--- src/hdl/rms_defs.vh ---
`ifndef RMS_DEFS_VH
`define RMS_DEFS_VH

// Register addresses on the serial register interface
`define RMS_ADDR_DEV_STATE 7'h02
`define RMS_ADDR_FLAGS_ONE 7'h03
`define RMS_ADDR_FLAGS_TWO 7'h04
`define RMS_ADDR_MASK_ONE 7'h05
`define RMS_ADDR_MASK_TWO 7'h06
`define RMS_ADDR_MODE 7'h07
`define RMS_ADDR_CAL_CTRL 7'h0C

// Mode control bits
`define RMS_MODE_XTAL_KEEP 0
`define RMS_MODE_SYNTH_KEEP 1
`define RMS_MODE_TX_REQ 3
`define RMS_MODE_LBD_EN 5
`define RMS_MODE_WUT_EN 6
`define RMS_MODE_SW_RESET 7

// Calibration control bits
`define RMS_CAL_VCO_EN 0

// Event flag bit positions
`define RMS_EV1_PKT_SENT 2
`define RMS_EV2_CHIP_READY 1
`define RMS_EV2_POWER_ON 0

// Implemented bits of the event registers
`define RMS_EV1_VALID 8'hEC
`define RMS_EV2_VALID 8'h0F

// Reset values
`define RMS_MASK_ONE_RST 8'h00
`define RMS_MASK_TWO_RST 8'h01
`define RMS_MODE_RST 8'h01
`define RMS_CAL_CTRL_RST 8'h01

// Chip power state codes in the device state register
`define RMS_CPS_IDLE 2'h0
`define RMS_CPS_TX 2'h1

// Timing, in microseconds, and the clock period in nanoseconds
`define RMS_CLK_PERIOD_NS 10
`define RMS_POR_TIME_US 16000
`define RMS_XTAL_TIME_US 600
`define RMS_PLL_BIAS_TIME_US 50
`define RMS_VCO_CAL_TIME_US 50
`define RMS_PLL_SETTLE_TIME_US 100
`define RMS_PA_RAMP_TIME_US 5
`define RMS_PKT_TIME_US 100

// Least time in cycles, rounded up
`define RMS_US_TO_CYC(us) ((((us) * 1000) + `RMS_CLK_PERIOD_NS - 1) / `RMS_CLK_PERIOD_NS)

`endif

--- src/hdl/rms_sync.v ---
`timescale 1ns/1ns
// Two-flop synchroniser, one pair per bit
module rms_sync #(
  parameter WIDTH = 4,
  parameter [WIDTH-1:0] RESET_VAL = {WIDTH{1'b0}}
) (
  // Clock and reset
  input wire clk,
  input wire rst,
  // Asynchronous inputs and their synchronised copies
  input wire [WIDTH-1:0] async_in,
  output wire [WIDTH-1:0] sync_out
);

  genvar i;
  generate
    for (i = 0; i < WIDTH; i = i + 1) begin : g_bit
      reg meta_q; // First stage, read only by the second
      reg sync_q; // Second stage, safe to use
      // Two flops per bit
      always @(posedge clk) begin
        if (rst) begin
          meta_q <= RESET_VAL[i];
          sync_q <= RESET_VAL[i];
        end else begin
          meta_q <= async_in[i];
          sync_q <= meta_q;
        end
      end
      assign sync_out[i] = sync_q;
    end
  endgenerate

endmodule // rms_sync

--- src/hdl/rms_mode_seq.v ---
`timescale 1ns/1ns
`include "rms_defs.vh"
module rms_mode_seq #(
  parameter POR_CYC = `RMS_US_TO_CYC(`RMS_POR_TIME_US),
  parameter XTAL_CYC = `RMS_US_TO_CYC(`RMS_XTAL_TIME_US),
  parameter PLL_BIAS_CYC = `RMS_US_TO_CYC(`RMS_PLL_BIAS_TIME_US),
  parameter VCO_CAL_CYC = `RMS_US_TO_CYC(`RMS_VCO_CAL_TIME_US),
  parameter SETTLE_CYC = `RMS_US_TO_CYC(`RMS_PLL_SETTLE_TIME_US),
  parameter RAMP_CYC = `RMS_US_TO_CYC(`RMS_PA_RAMP_TIME_US),
  parameter PKT_CYC = `RMS_US_TO_CYC(`RMS_PKT_TIME_US)
) (
  // Clock and reset
  input wire CLK,
  input wire RST,
  // Pins from the host
  input wire SHUTDOWN_PIN,
  input wire SCLK,
  input wire SDI,
  input wire SEL_N,
  // Serial read data
  output reg SDO,
  output reg SDO_OE,
  // Interrupt line
  output reg INTERRUPT_REQUEST_LOW,
  // Event pulses and status levels from neighbouring logic
  input wire [7:0] EVENT_ONE_IN,
  input wire [7:0] EVENT_TWO_IN,
  input wire FIFO_OVERFLOW,
  input wire FIFO_UNDERFLOW,
  input wire FREQ_ERROR,
  // Power and block enables
  output reg MAIN_REG_ON,
  output reg LOW_POWER_REGULATOR_ON,
  output reg XTAL_ON,
  output reg SYNTH_ON,
  output reg VCO_CAL_ON,
  output reg PA_ON,
  output reg WUT_ON,
  output reg LBD_ON,
  output reg TX_SEND
);

  // Sequencer states
  localparam [3:0] S_SHUT = 4'h0;
  localparam [3:0] S_POR = 4'h1;
  localparam [3:0] S_IDLE = 4'h2;
  localparam [3:0] S_LDO = 4'h3;
  localparam [3:0] S_XTAL = 4'h4;
  localparam [3:0] S_PLL = 4'h5;
  localparam [3:0] S_CAL = 4'h6;
  localparam [3:0] S_SETTLE = 4'h7;
  localparam [3:0] S_RAMP = 4'h8;
  localparam [3:0] S_SEND = 4'h9;

  // Synchronised pins
  wire [3:0] pins_s;
  wire sdn_s = pins_s[3];
  wire sclk_s = pins_s[2];
  wire sdi_s = pins_s[1];
  wire sel_n_s = pins_s[0];

  rms_sync #(.WIDTH(4), .RESET_VAL(4'h9)) u_sync (
    .clk(CLK),
    .rst(RST),
    .async_in({SHUTDOWN_PIN, SCLK, SDI, SEL_N}),
    .sync_out(pins_s)
  );

  // Sequencer state
  reg [3:0] state_q;
  reg [23:0] cnt_q;
  reg tx_done_q; // One cycle after the packet step ends
  reg por_done_q; // Power-on finished pulse
  reg xtal_rdy_q; // Crystal ready pulse
  // Register file
  reg [7:0] flags1_q;
  reg [7:0] flags2_q;
  reg [7:0] mask1_q;
  reg [7:0] mask2_q;
  reg [7:0] mode_q;
  reg [7:0] cal_q;
  reg sw_rst_q; // Software reset pulse
  // Serial interface
  reg sclk_prev_q;
  reg [2:0] bit_cnt_q;
  reg [7:0] shin_q;
  reg [7:0] shout_q;
  reg [6:0] addr_q;
  reg hdr_q; // Address byte taken
  reg write_q; // Transaction is a write
  reg [1:0] clr_pend_q; // Flags register loaded for shifting, cleared at the first clock of its byte

  // Shutdown, or power-on not yet finished, blocks the serial interface; reset, shutdown or a software reset clears the registers
  wire dev_rst = RST | sdn_s;
  wire reg_rst = dev_rst | sw_rst_q;
  wire spi_live = (state_q != S_SHUT) && (state_q != S_POR);
  wire sel = ~sel_n_s & spi_live;
  wire rise = sclk_s & ~sclk_prev_q;
  wire fall = ~sclk_s & sclk_prev_q;
  wire [7:0] byte_w = {shin_q[6:0], sdi_s};
  wire last = sel & rise & (bit_cnt_q == 3'h7);
  wire [6:0] addr_inc = addr_q + 7'h01;
  wire [6:0] load_addr = hdr_q ? addr_inc : byte_w[6:0];
  wire do_load = last & (hdr_q ? ~write_q : ~byte_w[7]);
  wire do_write = last & hdr_q & write_q;
  // A prefetched burst byte that the host never clocks must not lose its flags
  wire clr_go = sel & rise & ~do_load;

  // Mode decode
  wire keep_xtal = mode_q[`RMS_MODE_XTAL_KEEP] | mode_q[`RMS_MODE_SYNTH_KEEP];
  wire keep_pll = mode_q[`RMS_MODE_SYNTH_KEEP];
  wire low_power_only = ~(keep_xtal | mode_q[`RMS_MODE_LBD_EN]);
  wire in_tx = (state_q >= S_LDO) && (state_q <= S_SEND);

  // Read multiplexer, with read-clear masks
  reg [7:0] rd_data;
  reg [7:0] clr1;
  reg [7:0] clr2;
  always @* begin
    rd_data = 8'h00;
    clr1 = (clr_go & clr_pend_q[0]) ? mask1_q : 8'h00;
    clr2 = (clr_go & clr_pend_q[1]) ? mask2_q : 8'h00;
    case (load_addr)
      `RMS_ADDR_DEV_STATE: rd_data = {FIFO_OVERFLOW, FIFO_UNDERFLOW, 2'h0, FREQ_ERROR, 1'b0,
                                      in_tx ? `RMS_CPS_TX : `RMS_CPS_IDLE};
      `RMS_ADDR_FLAGS_ONE: rd_data = flags1_q;
      `RMS_ADDR_FLAGS_TWO: rd_data = flags2_q;
      `RMS_ADDR_MASK_ONE: rd_data = mask1_q;
      `RMS_ADDR_MASK_TWO: rd_data = mask2_q;
      `RMS_ADDR_MODE: rd_data = mode_q;
      `RMS_ADDR_CAL_CTRL: rd_data = cal_q;
      default: rd_data = 8'h00;
    endcase
  end

  // Event sets: hardware events plus outside pulses, reserved bits dropped
  wire [7:0] set1 = (EVENT_ONE_IN | ({7'h00, tx_done_q} << `RMS_EV1_PKT_SENT)) & `RMS_EV1_VALID;
  wire [7:0] set2 = (EVENT_TWO_IN | ({7'h00, xtal_rdy_q} << `RMS_EV2_CHIP_READY)
                    | ({7'h00, por_done_q} << `RMS_EV2_POWER_ON)) & `RMS_EV2_VALID;

  // Serial shift logic: sample on rising SCLK, drive on falling SCLK
  always @(posedge CLK) begin
    if (dev_rst) begin
      sclk_prev_q <= 1'b0;
      bit_cnt_q <= 3'h0;
      shin_q <= 8'h00;
      shout_q <= 8'h00;
      addr_q <= 7'h00;
      hdr_q <= 1'b0;
      write_q <= 1'b0;
      clr_pend_q <= 2'h0;
      SDO <= 1'b1;
      SDO_OE <= 1'b0;
    end else begin
      sclk_prev_q <= sclk_s;
      SDO_OE <= sel;
      if (!sel) begin
        // Deselected: frame ends, line idles high
        bit_cnt_q <= 3'h0;
        hdr_q <= 1'b0;
        write_q <= 1'b0;
        clr_pend_q <= 2'h0;
        SDO <= 1'b1;
      end else begin
        // Read-clear waits for the first clock of the byte that carries the flags
        if (do_load) begin
          clr_pend_q <= {load_addr == `RMS_ADDR_FLAGS_TWO, load_addr == `RMS_ADDR_FLAGS_ONE};
        end else if (rise) begin
          clr_pend_q <= 2'h0;
        end
        if (rise) begin
          shin_q <= byte_w;
          bit_cnt_q <= bit_cnt_q + 3'h1;
        end
        if (last) begin
          // Header byte, then data bytes with burst address increment
          if (!hdr_q) begin
            hdr_q <= 1'b1;
            write_q <= byte_w[7];
            addr_q <= byte_w[6:0];
          end else begin
            addr_q <= addr_inc;
          end
        end
        if (do_load) begin
          shout_q <= rd_data;
        end else if (fall && hdr_q && !write_q) begin
          SDO <= shout_q[7];
          shout_q <= {shout_q[6:0], 1'b0};
        end
      end
    end
  end

  // Register file: set wins over read-clear
  always @(posedge CLK) begin
    if (reg_rst) begin
      flags1_q <= 8'h00;
      flags2_q <= 8'h00;
      mask1_q <= `RMS_MASK_ONE_RST;
      mask2_q <= `RMS_MASK_TWO_RST;
      mode_q <= `RMS_MODE_RST;
      cal_q <= `RMS_CAL_CTRL_RST;
      sw_rst_q <= 1'b0;
    end else begin
      flags1_q <= (flags1_q & ~clr1) | set1;
      flags2_q <= (flags2_q & ~clr2) | set2;
      sw_rst_q <= 1'b0;
      if (do_write) begin
        case (addr_q)
          `RMS_ADDR_MASK_ONE: mask1_q <= byte_w & `RMS_EV1_VALID;
          `RMS_ADDR_MASK_TWO: mask2_q <= byte_w & `RMS_EV2_VALID;
          `RMS_ADDR_MODE: begin
            mode_q <= {1'b0, byte_w[6:0]};
            sw_rst_q <= byte_w[`RMS_MODE_SW_RESET];
          end
          `RMS_ADDR_CAL_CTRL: cal_q <= byte_w & 8'h01;
          default: sw_rst_q <= 1'b0;
        endcase
      end else if (tx_done_q) begin
        // Request drops once the packet is out
        mode_q[`RMS_MODE_TX_REQ] <= 1'b0;
      end
    end
  end

  // Radio sequencer
  always @(posedge CLK) begin
    if (RST || sdn_s) begin
      state_q <= S_SHUT;
      cnt_q <= 24'h000000;
      tx_done_q <= 1'b0;
      por_done_q <= 1'b0;
      xtal_rdy_q <= 1'b0;
    end else begin
      tx_done_q <= 1'b0;
      por_done_q <= 1'b0;
      xtal_rdy_q <= 1'b0;
      if (cnt_q != 24'h000000) begin
        cnt_q <= cnt_q - 24'h000001;
      end
      case (state_q)
        S_SHUT: begin
          // Pin low seen after reset: start the power-on delay
          state_q <= S_POR;
          cnt_q <= POR_CYC[23:0] - 24'h000001;
        end
        S_POR: begin
          if (cnt_q == 24'h000000) begin
            state_q <= S_IDLE;
            por_done_q <= 1'b1;
          end
        end
        S_IDLE: begin
          if (sw_rst_q) begin
            state_q <= S_IDLE;
          end else if (mode_q[`RMS_MODE_TX_REQ]) begin
            state_q <= S_LDO;
          end
        end
        S_LDO: begin
          // Regulators up; skip steps the idle mode already covers
          if (keep_pll) begin
            state_q <= S_RAMP;
            cnt_q <= RAMP_CYC[23:0] - 24'h000001;
          end else if (keep_xtal) begin
            state_q <= S_PLL;
            cnt_q <= PLL_BIAS_CYC[23:0] - 24'h000001;
          end else begin
            state_q <= S_XTAL;
            cnt_q <= XTAL_CYC[23:0] - 24'h000001;
          end
        end
        S_XTAL: begin
          if (cnt_q == 24'h000000) begin
            state_q <= S_PLL;
            xtal_rdy_q <= 1'b1;
            cnt_q <= PLL_BIAS_CYC[23:0] - 24'h000001;
          end
        end
        S_PLL: begin
          // Synthesizer just switched on: calibrate unless disabled
          if (cnt_q == 24'h000000) begin
            if (cal_q[`RMS_CAL_VCO_EN]) begin
              state_q <= S_CAL;
              cnt_q <= VCO_CAL_CYC[23:0] - 24'h000001;
            end else begin
              state_q <= S_SETTLE;
              cnt_q <= SETTLE_CYC[23:0] - 24'h000001;
            end
          end
        end
        S_CAL: begin
          if (cnt_q == 24'h000000) begin
            state_q <= S_SETTLE;
            cnt_q <= SETTLE_CYC[23:0] - 24'h000001;
          end
        end
        S_SETTLE: begin
          if (cnt_q == 24'h000000) begin
            state_q <= S_RAMP;
            cnt_q <= RAMP_CYC[23:0] - 24'h000001;
          end
        end
        S_RAMP: begin
          if (cnt_q == 24'h000000) begin
            state_q <= S_SEND;
            cnt_q <= PKT_CYC[23:0] - 24'h000001;
          end
        end
        S_SEND: begin
          if (cnt_q == 24'h000000) begin
            state_q <= S_IDLE;
            tx_done_q <= 1'b1;
          end
        end
        default: state_q <= S_SHUT;
      endcase
    end
  end

  // Registered block enables and interrupt line
  always @(posedge CLK) begin
    if (dev_rst) begin
      MAIN_REG_ON <= 1'b0;
      LOW_POWER_REGULATOR_ON <= 1'b0;
      XTAL_ON <= 1'b0;
      SYNTH_ON <= 1'b0;
      VCO_CAL_ON <= 1'b0;
      PA_ON <= 1'b0;
      WUT_ON <= 1'b0;
      LBD_ON <= 1'b0;
      TX_SEND <= 1'b0;
      INTERRUPT_REQUEST_LOW <= 1'b1;
    end else begin
      LOW_POWER_REGULATOR_ON <= (state_q != S_SHUT);
      MAIN_REG_ON <= (state_q == S_POR) || in_tx || ((state_q == S_IDLE) && !low_power_only);
      XTAL_ON <= ((state_q == S_IDLE) && keep_xtal) || (in_tx && (state_q != S_LDO));
      SYNTH_ON <= ((state_q == S_IDLE) && keep_pll) || (state_q >= S_PLL && state_q <= S_SEND);
      VCO_CAL_ON <= (state_q == S_CAL);
      PA_ON <= (state_q == S_RAMP) || (state_q == S_SEND);
      TX_SEND <= (state_q == S_SEND);
      WUT_ON <= spi_live && (mode_q[`RMS_MODE_WUT_EN] | mode_q[`RMS_MODE_LBD_EN]);
      LBD_ON <= spi_live && mode_q[`RMS_MODE_LBD_EN];
      // Low while any enabled flag stands; read-clear releases it
      INTERRUPT_REQUEST_LOW <= ~(|(flags1_q & mask1_q) | |(flags2_q & mask2_q));
    end
  end

endmodule // rms_mode_seq

--- config.mk ---
export PLATFORM = sky130hd
export DESIGN_NAME = rms_mode_seq
export DESIGN_NICKNAME = d
export VERILOG_FILES = /design/src/hdl/rms_sync.v /design/src/hdl/rms_mode_seq.v
export VERILOG_INCLUDE_DIRS = /design/src /design/src/hdl
export SDC_FILE = /design/constraint.sdc
export NUM_CORES = 1
export LEC_CHECK = 0
export BUFFER_PORTS_ARGS = -buffer_cell sky130_fd_sc_hd__buf_2
export CORE_UTILIZATION = 55
export CTS_CLUSTER_DIAMETER = 100
export DETAILED_ROUTE_END_ITERATION = 8
export GPL_TIMING_DRIVEN = 1
export PLACE_DENSITY = 0.81
export RECOVER_POWER = 50
export REMOVE_ABC_BUFFERS = 1
export SYNTH_ARGS = -nofsm -noshare
export SYNTH_HDL_FRONTEND = slang
export SYNTH_SLANG_ARGS = --single-unit
--- constraint.sdc ---
create_clock -name CLK -period 3.3 [get_ports CLK]
set_input_delay 0.33 -clock CLK [delete_from_list [all_inputs] [get_ports CLK]]
set_output_delay 0.33 -clock CLK [all_outputs]
set_load 0.01 [all_outputs]
### After elaboration in Yosys (flattened, before gate mapping)

Cells that the tools add are included.

| word-level totals | value |
|---|---|
| flip-flop bits (word level) | 115 |
| input port bits | 25 |
| word-level logic and storage cells | 200 |

| cells by class | value |
|---|---|
| $add $sub $neg | 3 |
| order comparisons | 3 |
| equal/unequal tests | 31 |
| muxes and demuxes | 35 |
| bitwise logic cells | 42 |
| reductions and logical operators | 45 |

Operators with widths:

| operator | count |
|---|---|
| $pmux 24 s6 | 1 |
| $mux 24 | 5 |
| $pmux 8 s7 | 1 |
| $eq 7x3->1 const B | 7 |
| $mux 4 | 11 |
| $pmux 4 s9 | 1 |
| $mux 16 | 2 |
| $and 8x8->8 | 3 |
| $logic_not 24->1 | 1 |
| $mux 8 | 3 |
| $reduce_bool 24->1 | 1 |
| $sub 24x1->24 const B | 1 |
| $reduce_and 2->1 | 10 |
| $eq 4x3->1 const B | 4 |
| $reduce_or 8->1 | 2 |
| $eq 7x2->1 const B | 2 |
| $eq 7x4->1 const B | 2 |
| $mux 14 | 1 |
| $not 1->1 | 14 |
| $reduce_or 2->1 | 6 |
| $and 1x1->1 | 11 |
| $logic_and 1x1->1 | 11 |
| $ne 2x2->1 const B | 5 |
| $and 8x4->8 | 1 |
| other kinds (31) | 53 |

### Logic depth before layout (Yosys ltp)

Gate-level depths: netlist of run 1.

| depth | value |
|---|---|
| depth after elaboration | 13 |
| depth in mapped cells | 9 |

### Modules after synthesis

Synthesis of run 1 repeated with hierarchy kept, for this count alone.

| unflattened totals | value |
|---|---|
| cells, all modules | 687 |
| area total of the unflattened synthesis | 5551.6 um^2 |

Modules (own cells, without submodules):

| module | times used | cells an instance | area each (um^2) | sequential area each (um^2) |
|---|---|---|---|---|
| rms_mode_seq | 1 | 667 | 5311.3 | 2001.9 |
| rms_sync | 1 | 20 | 240.2 | 160.2 |

### Worst setup path after synthesis of run 1

OpenSTA, ideal clock, no wires.

| timing path | value |
|---|---|
| path kind | reg-to-reg |
| start | reg addr_q[0] |
| end | reg shout_q[1] |
| setup time | 0.084 ns |
| data arrival time | 2.406 ns |
| data required time | 3.216 ns |
| slack | 0.810 ns |
| cell stages (with the launch flop) | 9 |
| clock period less this slack | 2.490 ns |
| path through | dfxtp_1 > clkbuf_1 > inv_1 > ha_1 > mux2i_1 > a221oi_1 > or3_1 > or4_4 > o31ai_2 |

| between the ends | value |
|---|---|
| longest elaborated chain between the ends | 5 |
| elaborated cells between the ends (all ways) | 11 |
| those cells by class | add/sub (1); eq/ne (7); mux (3) |

RTL lines:

| what | RTL line | source |
|---|---|---|
| start: declaration | rms_mode_seq.v:88 | `reg [6:0] addr_q;` |
| start signal: assignment | rms_mode_seq.v:180 | `addr_q <= byte_w[6:0];` |
| start signal: assignment | rms_mode_seq.v:182 | `addr_q <= addr_inc;` |
| $add 7x1->7 (*) | rms_mode_seq.v:102 | `wire [6:0] addr_inc = addr_q + 7'h01;` |
| $mux 7 (*) | rms_mode_seq.v:103 | `wire [6:0] load_addr = hdr_q ? addr_inc : byte_w[6:0];` |
| $eq 7x4->1, or another cell as far along | rms_mode_seq.v:123 | `case (load_addr)` |
| $pmux 8 s7 (*) | rms_mode_seq.v:123 |  |
| $mux 8 (*) | rms_mode_seq.v:185 | `if (do_load) begin` |
| end signal: assignment | rms_mode_seq.v:186 | `shout_q <= rd_data;` |
| end signal: assignment | rms_mode_seq.v:189 | `shout_q <= {shout_q[6:0], 1'b0};` |
| end: declaration | rms_mode_seq.v:87 | `reg [7:0] shout_q;` |

Mark *: on every way between the ends. The rest lies on a longest branch, timed or not.
A chain may end at the register's enable or synchronous reset.

### Worst setup path in the final report of run 1

| timing path | value |
|---|---|
| start | reg state_q[1] |
| end | reg mode_q[0] |

| between the ends | value |
|---|---|
| longest elaborated chain between the ends | 8 |
| elaborated cells between the ends (all ways) | 9 |
| those cells by class | eq/ne (1); bitwise (5); reduce/logical (3) |

RTL lines:

| what | RTL line | source |
|---|---|---|
| start: declaration | rms_mode_seq.v:70 | `reg [3:0] state_q;` |
| start signal: assignment | rms_mode_seq.v:230 | `state_q <= S_SHUT;` |
| start signal: assignment | rms_mode_seq.v:245 | `state_q <= S_POR;` |
| start signal: assignment | rms_mode_seq.v:250 | `state_q <= S_IDLE;` |
| $ne 4x1->1 / $reduce_bool 4->1 (equally long branches) | rms_mode_seq.v:96 | `wire spi_live = (state_q != S_SHUT) && (state_q != S_POR);` |
| $logic_and 1x1->1 (*) | rms_mode_seq.v:96 |  |
| $and 1x1->1 (*) | rms_mode_seq.v:97 | `wire sel = ~sel_n_s & spi_live;` |
| $and 1x1->1 (*) (2 in series) | rms_mode_seq.v:101 | `wire last = sel & rise & (bit_cnt_q == 3'h7);` |
| $and 1x1->1 (*) (2 in series) | rms_mode_seq.v:105 | `wire do_write = last & hdr_q & write_q;` |
| $reduce_and 2->1 (no source line) (*) | n/a |  |
| end signal: assignment | rms_mode_seq.v:202 | `` mode_q <= `RMS_MODE_RST; `` |
| end signal: assignment | rms_mode_seq.v:214 | `mode_q <= {1'b0, byte_w[6:0]};` |
| end: declaration | rms_mode_seq.v:80 | `reg [7:0] mode_q;` |

Marks and branches as above.

==> results.cfg, run 1 <==
[clock_tree]
clock-root-buffer = clkbuf_8
path_clk_slew_ns = 0.09
htree_levels = 3
cts_made_buffers = 9
clk_latency_ns = 0.37
post_cts_resize_count = 0
post_cts_buffers = 0
cts.hold.buffers_added = 0
cts_tree = yes
cts_max_path_buffers = 2
cts_sinks = 108

[sta]
skew_ns = 0.0153
setup_viol = 0
finalCriticalPeriod_ns = 2.90
maxSlewViolCount = 40
tightest_slew_ns = 1.53
tns_ns = 0
rsz0062_at_grt = false
max_freq_mhz = 345
period_share_pct = 87.9
final_hold_viol_count = 0
slew_headroom_pct = -2.16
hold_ws_ns = 0.132

[drt]
drt_first_iter_violations = 398
vias = 5007
dr.pass1.iters = 6
finalWirelength_um = 13900
drc = 0
via_per_inst = 6.21
wire_per_inst_um = 17.3
final_antenna_net_count = 0

[setup_path]
cp-end-kind = flip-flop
crit_required_ns = 3.54
crit_type = reg -> reg
reg2reg_depth = 8
path_max_fanout = 15
crit_path_start_kind = flip-flop
arrival_ns = 3.14

[logic_synthesis]
synth.avg_cell_area_um2 = 8.34
yosysWarnings = 0
synth_top_family_by_area = simple AND/OR/NAND/NOR gates
synth-simple-area-share_pct = 27.0
synth.area.top_cells = dfxtp_1, a21oi_1, nor2_1, nand2_1, mux2i_1
synthXorXnorAreaFrac_pct = 3.21
ys_seq_area_share_pct = 39.6
netlist_area_um2 = 5460
synth-edff-count = 0
synth_compound_area_share_pct = 19.9
synthFlopType = dfxtp_1
synthAdderAreaFrac_pct = 2.06
synthTopCellsByCount = dfxtp_1, nor2_1, nand2_1
synthDistinctLibCells = 77
synth.largest_area_cell = dfxtp_1
synth_mux_area_share_pct = 4.88
yosys_register_bits = 108
synth.most_common_cell = dfxtp_1
yosysTopAreaCellShare_pct = 39.6
synthCells = 655
ys_async_sr_fraction_pct = 0

[finish]
design_area_um2 = 5790
num-nets-final = 704
diodes = 0
drive_above_1_share_pct = 9.51
area_growth_pct = 5.89
final.fill_count = 874

[floorplanning]
initial_core_util_pct = 56.4
die_area_um2 = 10300
die_y_um = 102
core_area_um2 = 9680
io_pins = 37
die_width_um = 102
fp-row-count = 36

[placement]
gp_congestion = 0.966
place_hpwl_um = 9910
port_buffers = 29
placed_area_um2 = 5690

[power]
swShare_pct = 24.9
seqPwrFrac_pct = 59.3
p_leak_nw = 2.04
p_per_area_nw_per_um2 = 387
power_switching_uw = 558
clock_power_share_pct = 31.6
power.share.combinational_pct = 9.1
vdd_ir_drop_max_mv = 0.234
p_int_mw = 1.68

[flow_run]
drv_cap = 1

[global_routing]
grt-ovfl-total = 0
first_global_vias = 4708
grt_start_max_net_pins = 40
grt_usage_pct = 28.8
antenna_found_initial = 0
grt_pass1_wl_um = 22900

[min_path]
whs_path_depth = 2
min_path_type = in -> reg

[status]
failed_checks = max-capacitance violations, max-slew violations
status = complete, but fails checks
-- metal layers --
layer	track usage [%]	routed length (um)	vias up
li1	-	-	2385
met1	36.3	5760	2338
met2	45.4	6450	236
met3	5.24	1110	48
met4	18.2	595	0
met5	0	0	-
-- placed cells by master (no fill, tap or decap), types with 5 or more instances in the layout --
cell type,synthesis,layout
a211oi_1,10,10
a21o_1,5,5
a21oi_1,61,61
a22oi_1,9,9
a31oi_1,5,5
and2_1,7,7
and3_1,7,7
buf_2,5,16
buf_4,3,6
clkbuf_1,21,18
clkbuf_8,0,10
dfxtp_1,108,108
ha_1,9,9
inv_1,9,9
mux2i_1,21,21
nand2_1,71,71
nand2b_1,7,7
nand3_1,30,30
nor2_1,72,72
nor2b_1,11,11
nor3_1,24,25
nor4_1,7,8
o21a_1,5,5
o21ai_0,33,33
o22ai_1,7,7
or2_2,7,6
or3_1,5,5
xnor2_1,9,9
xor2_1,11,11
-- state kept, by name (all words and copies together) (netlist names), 2 cells and up --
signal               cells
mask1_q                  5
shin_q                   7
bit_cnt_q                3
mode_q                   7
flags1_q                 5
u_sync.g_bit.meta_q      4
flags2_q                 4
shout_q                  8
mask2_q                  4
addr_q                   7
cnt_q                   24
u_sync.g_bit.sync_q      4
clr_pend_q               2
state_q                  4
-- path summary, 6_finish.rpt --
kind                          startpoint                      to  slack, ns
setup / recovery              state_q[1]               mode_q[0]       0.40
hold / removal                     SEL_N  u_sync.g_bit[0].meta_q       0.13
setup reg to reg              state_q[1]               mode_q[0]       0.40
hold reg to reg   u_sync.g_bit[3].meta_q  u_sync.g_bit[3].sync_q       0.43
-- critical path, cell delays in order (launching register included) --
cell and delay (ns):
dfxtp_1 0.36, nor3_1 0.84, or4b_1 0.24, clkbuf_1 0.51
nor3_2 0.11, buf_4 0.21, nand2_2 0.21, mux2i_1 0.22
nand2_1 0.07
-- kinds of logic after synthesis --
family | Yosys count
muxes | 25
AOI/OAI and AO/OA | 170
and+or+nand+nor | 280
xor gates and xnor gates | 20
buffers and inverters | 43
DFF | 108
adders and majority gates | 9
-- power groups by stage --
stage	clock network [mW]	registers, mW	logic, mW
2_1_floorplan	0	1.35	0.152
5_1_grt	0.780	1.33	0.222
4_1_cts	0.729	1.33	0.206
3_3_place_gp	0	1.36	0.200
3_5_place_dp	0	1.36	0.205
6_report	0.707	1.33	0.203
-- final cells by class --
class,instances,area [um2],share of cell area (%)
clock inverter,2,12.5,0.216
tap,133,166,2.88
sequential,108,2160,37.4
multi-input combinational,504,3080,53.2
inverter,9,33.8,0.584
clock buffer,12,145,2.51
timing repair buffer,38,185,3.20
-- stage by stage --
step / instances / total power, mW / setup slack [ns] / utilization, %
floorplan: 621 / 1.51 / 0.452 / -
global placement: 792 / 1.56 / 0.786 / 58.8
detailed placement: 792 / 1.56 / 0.743 / 58.8
CTS: 806 / 2.26 / 0.716 / 60.4
global route: 806 / 2.33 / 0.257 / 59.7
finish: 806 / 2.24 / 0.400 / 59.7
Note: power is estimated with default switching activity, not from simulation.
==> run 2, diff against run 1 <==
==> constraint.sdc (replaced) <==
create_clock -name CLK -period 2.8 [get_ports CLK]
set_input_delay 0.28 -clock CLK [delete_from_list [all_inputs] [get_ports CLK]]
set_output_delay 0.28 -clock CLK [all_outputs]
set_load 0.01 [all_outputs]
==> results.cfg, run 2 (synthesized netlist as in run 1, its figures left out) <==
[finish]
diodes = 0
largest_register_ffs = 24
final.fill_count = 851
layout_commonest_cell = dfxtp_1
regMostFlops = cnt_q
drive_above_1_share_pct = 11.2
area_growth_pct = 7.69
final_cell_mix = dfxtp_1, nor2_1, nand2_1
top_regs = cnt_q: 24 flops, shout_q: 8 flops
num-nets-final = 710

[floorplanning]
io_pins = 37
die_y_um = 102
initial_core_util_pct = 56.4
die_width_um = 102
core_area_um2 = 9680
fp-row-count = 36
die_area_um2 = 10300

[clock_tree]
cts_sinks = 108
cts_made_buffers = 9
clk_latency_ns = 0.38
cts_max_path_buffers = 2
post_cts_resize_count = 0
clock-root-buffer = clkbuf_8
cts.hold.buffers_added = 0
cts_tree = yes
path_clk_slew_ns = 0.10
htree_levels = 3
post_cts_buffers = 0

[placement]
gp_congestion = 0.965
place_hpwl_um = 9950
port_buffers = 29

[setup_path]
cp-end-kind = flip-flop
path_max_fanout = 10
crit_type = reg -> reg
crit_path_start_kind = flip-flop
crit_required_ns = 3.09
arrival_ns = 2.87

[flow_run]
drv_cap = 0

[power]
seqPwrFrac_pct = 57.2
clock_power_share_pct = 33.8
p_int_mw = 2.03
vdd_ir_drop_max_mv = 0.329
power.share.combinational_pct = 9.0
power.total_mw = 2.74
p_per_area_nw_per_um2 = 465
p_leak_nw = 2.09
power_switching_uw = 713
swShare_pct = 26.0

[status]
status = complete, no violations

[global_routing]
antenna_found_initial = 0
grt_usage_pct = 28.2
first_global_vias = 4600
grt_start_max_net_pins = 40
grt_pass1_wl_um = 22500
grt-ovfl-total = 0

[drt]
dr.pass1.iters = 5
drc = 0
finalWirelength_um = 14000
vias = 4986
via_per_inst = 6.13
drt_first_iter_violations = 425
wire_per_inst_um = 17.2
final_antenna_net_count = 0

[sta]
final_hold_viol_count = 0
max_freq_mhz = 387
skew_ns = 0.0189
setup_viol = 0
hold_ws_ns = 0.0845
finalCriticalPeriod_ns = 2.58
rsz0062_at_grt = false
slew_headroom_pct = 4.15
maxSlewViolCount = 0
period_share_pct = 92.2
tightest_slew_ns = 1.44

[min_path]
min_path_type = in -> reg
[run 2: cell types whose count changed in the layout (fill, tap and decap cells not counted)]
cell | previous run | this run
clkinv_4 | 0 | 1
clkinv_2 | 1 | 0
buf_4 | 6 | 13
clkbuf_8 | 10 | 11
clkbuf_1 | 18 | 16
clkinvlp_4 | 1 | 2
nor3_2 | 2 | 3
inv_6 | 0 | 1
nor4_4 | 0 | 1
nor4_1 | 8 | 7
nor3_1 | 25 | 24
[run 2: routing by layer]
layer	GRT usage [%]	wire length (um)	share of wire [%]
met2	46.4	6540	47
met5	0	0	0
met4	16.3	554	4.0
met3	4.90	1020	7.3
met1	34.7	5880	42
[run 2: path summary, 6_finish.rpt]
| path | from | endpoint | slack [ns] | depth (start not counted) |
|---|---|---|---|---|
| min reg2reg | u_sync.g_bit[3].meta_q | u_sync.g_bit[3].sync_q | 0.42 | 1 |
| min | SEL_N | u_sync.g_bit[0].meta_q | 0.08 | 2 |
| max reg2reg | addr_q[0] | shout_q[1] | 0.22 | 7 |
| max | addr_q[0] | shout_q[1] | 0.22 | 7 |
[run 2: final cells by class]
type / count / area, um2 / area share, %
multi-input cells: 504 / 3100 / 52.7
clock inverters: 4 / 32.5 / 0.553
well taps: 133 / 166 / 2.83
inverters: 9 / 33.8 / 0.574
repair buffers: 44 / 234 / 3.98
flip-flops and latches: 108 / 2160 / 36.7
clock buffers: 12 / 155 / 2.64
[run 2: metrics by stage]
step	std cells	utilization, %	instance area (um2)	setup TNS (ns)	setup WS (ns)
after global routing	814	60.8	5880	0	0.0922
after detailed placement	798	59.2	5740	0	0.306
after CTS	814	61.2	5920	0	0.263
after floorplan	621	-	5310	-0.0477	-0.0477
after global placement	798	59.2	5740	0	0.383
final	814	60.8	5880	0	0.219
[run 2: worst max-delay path, stage by stage, from the launching register on]
cell and delay, ns:
dfxtp_1 0.52, ha_1 0.42, xnor2_1 0.21, nand2_1 0.13, o22ai_1 0.11, or3_1 0.40, or4_4 0.47, o31ai_2 0.23
[run 2: power by group through the flow]
stage                     clock, mW  combinational [mW]  sequential (mW)
after floorplan                   0               0.179             1.60
after global placement            0               0.242             1.60
after detailed placement          0               0.249             1.60
after CTS                     0.933               0.251             1.56
after global routing           1.00               0.270             1.57
final                         0.926               0.248             1.57
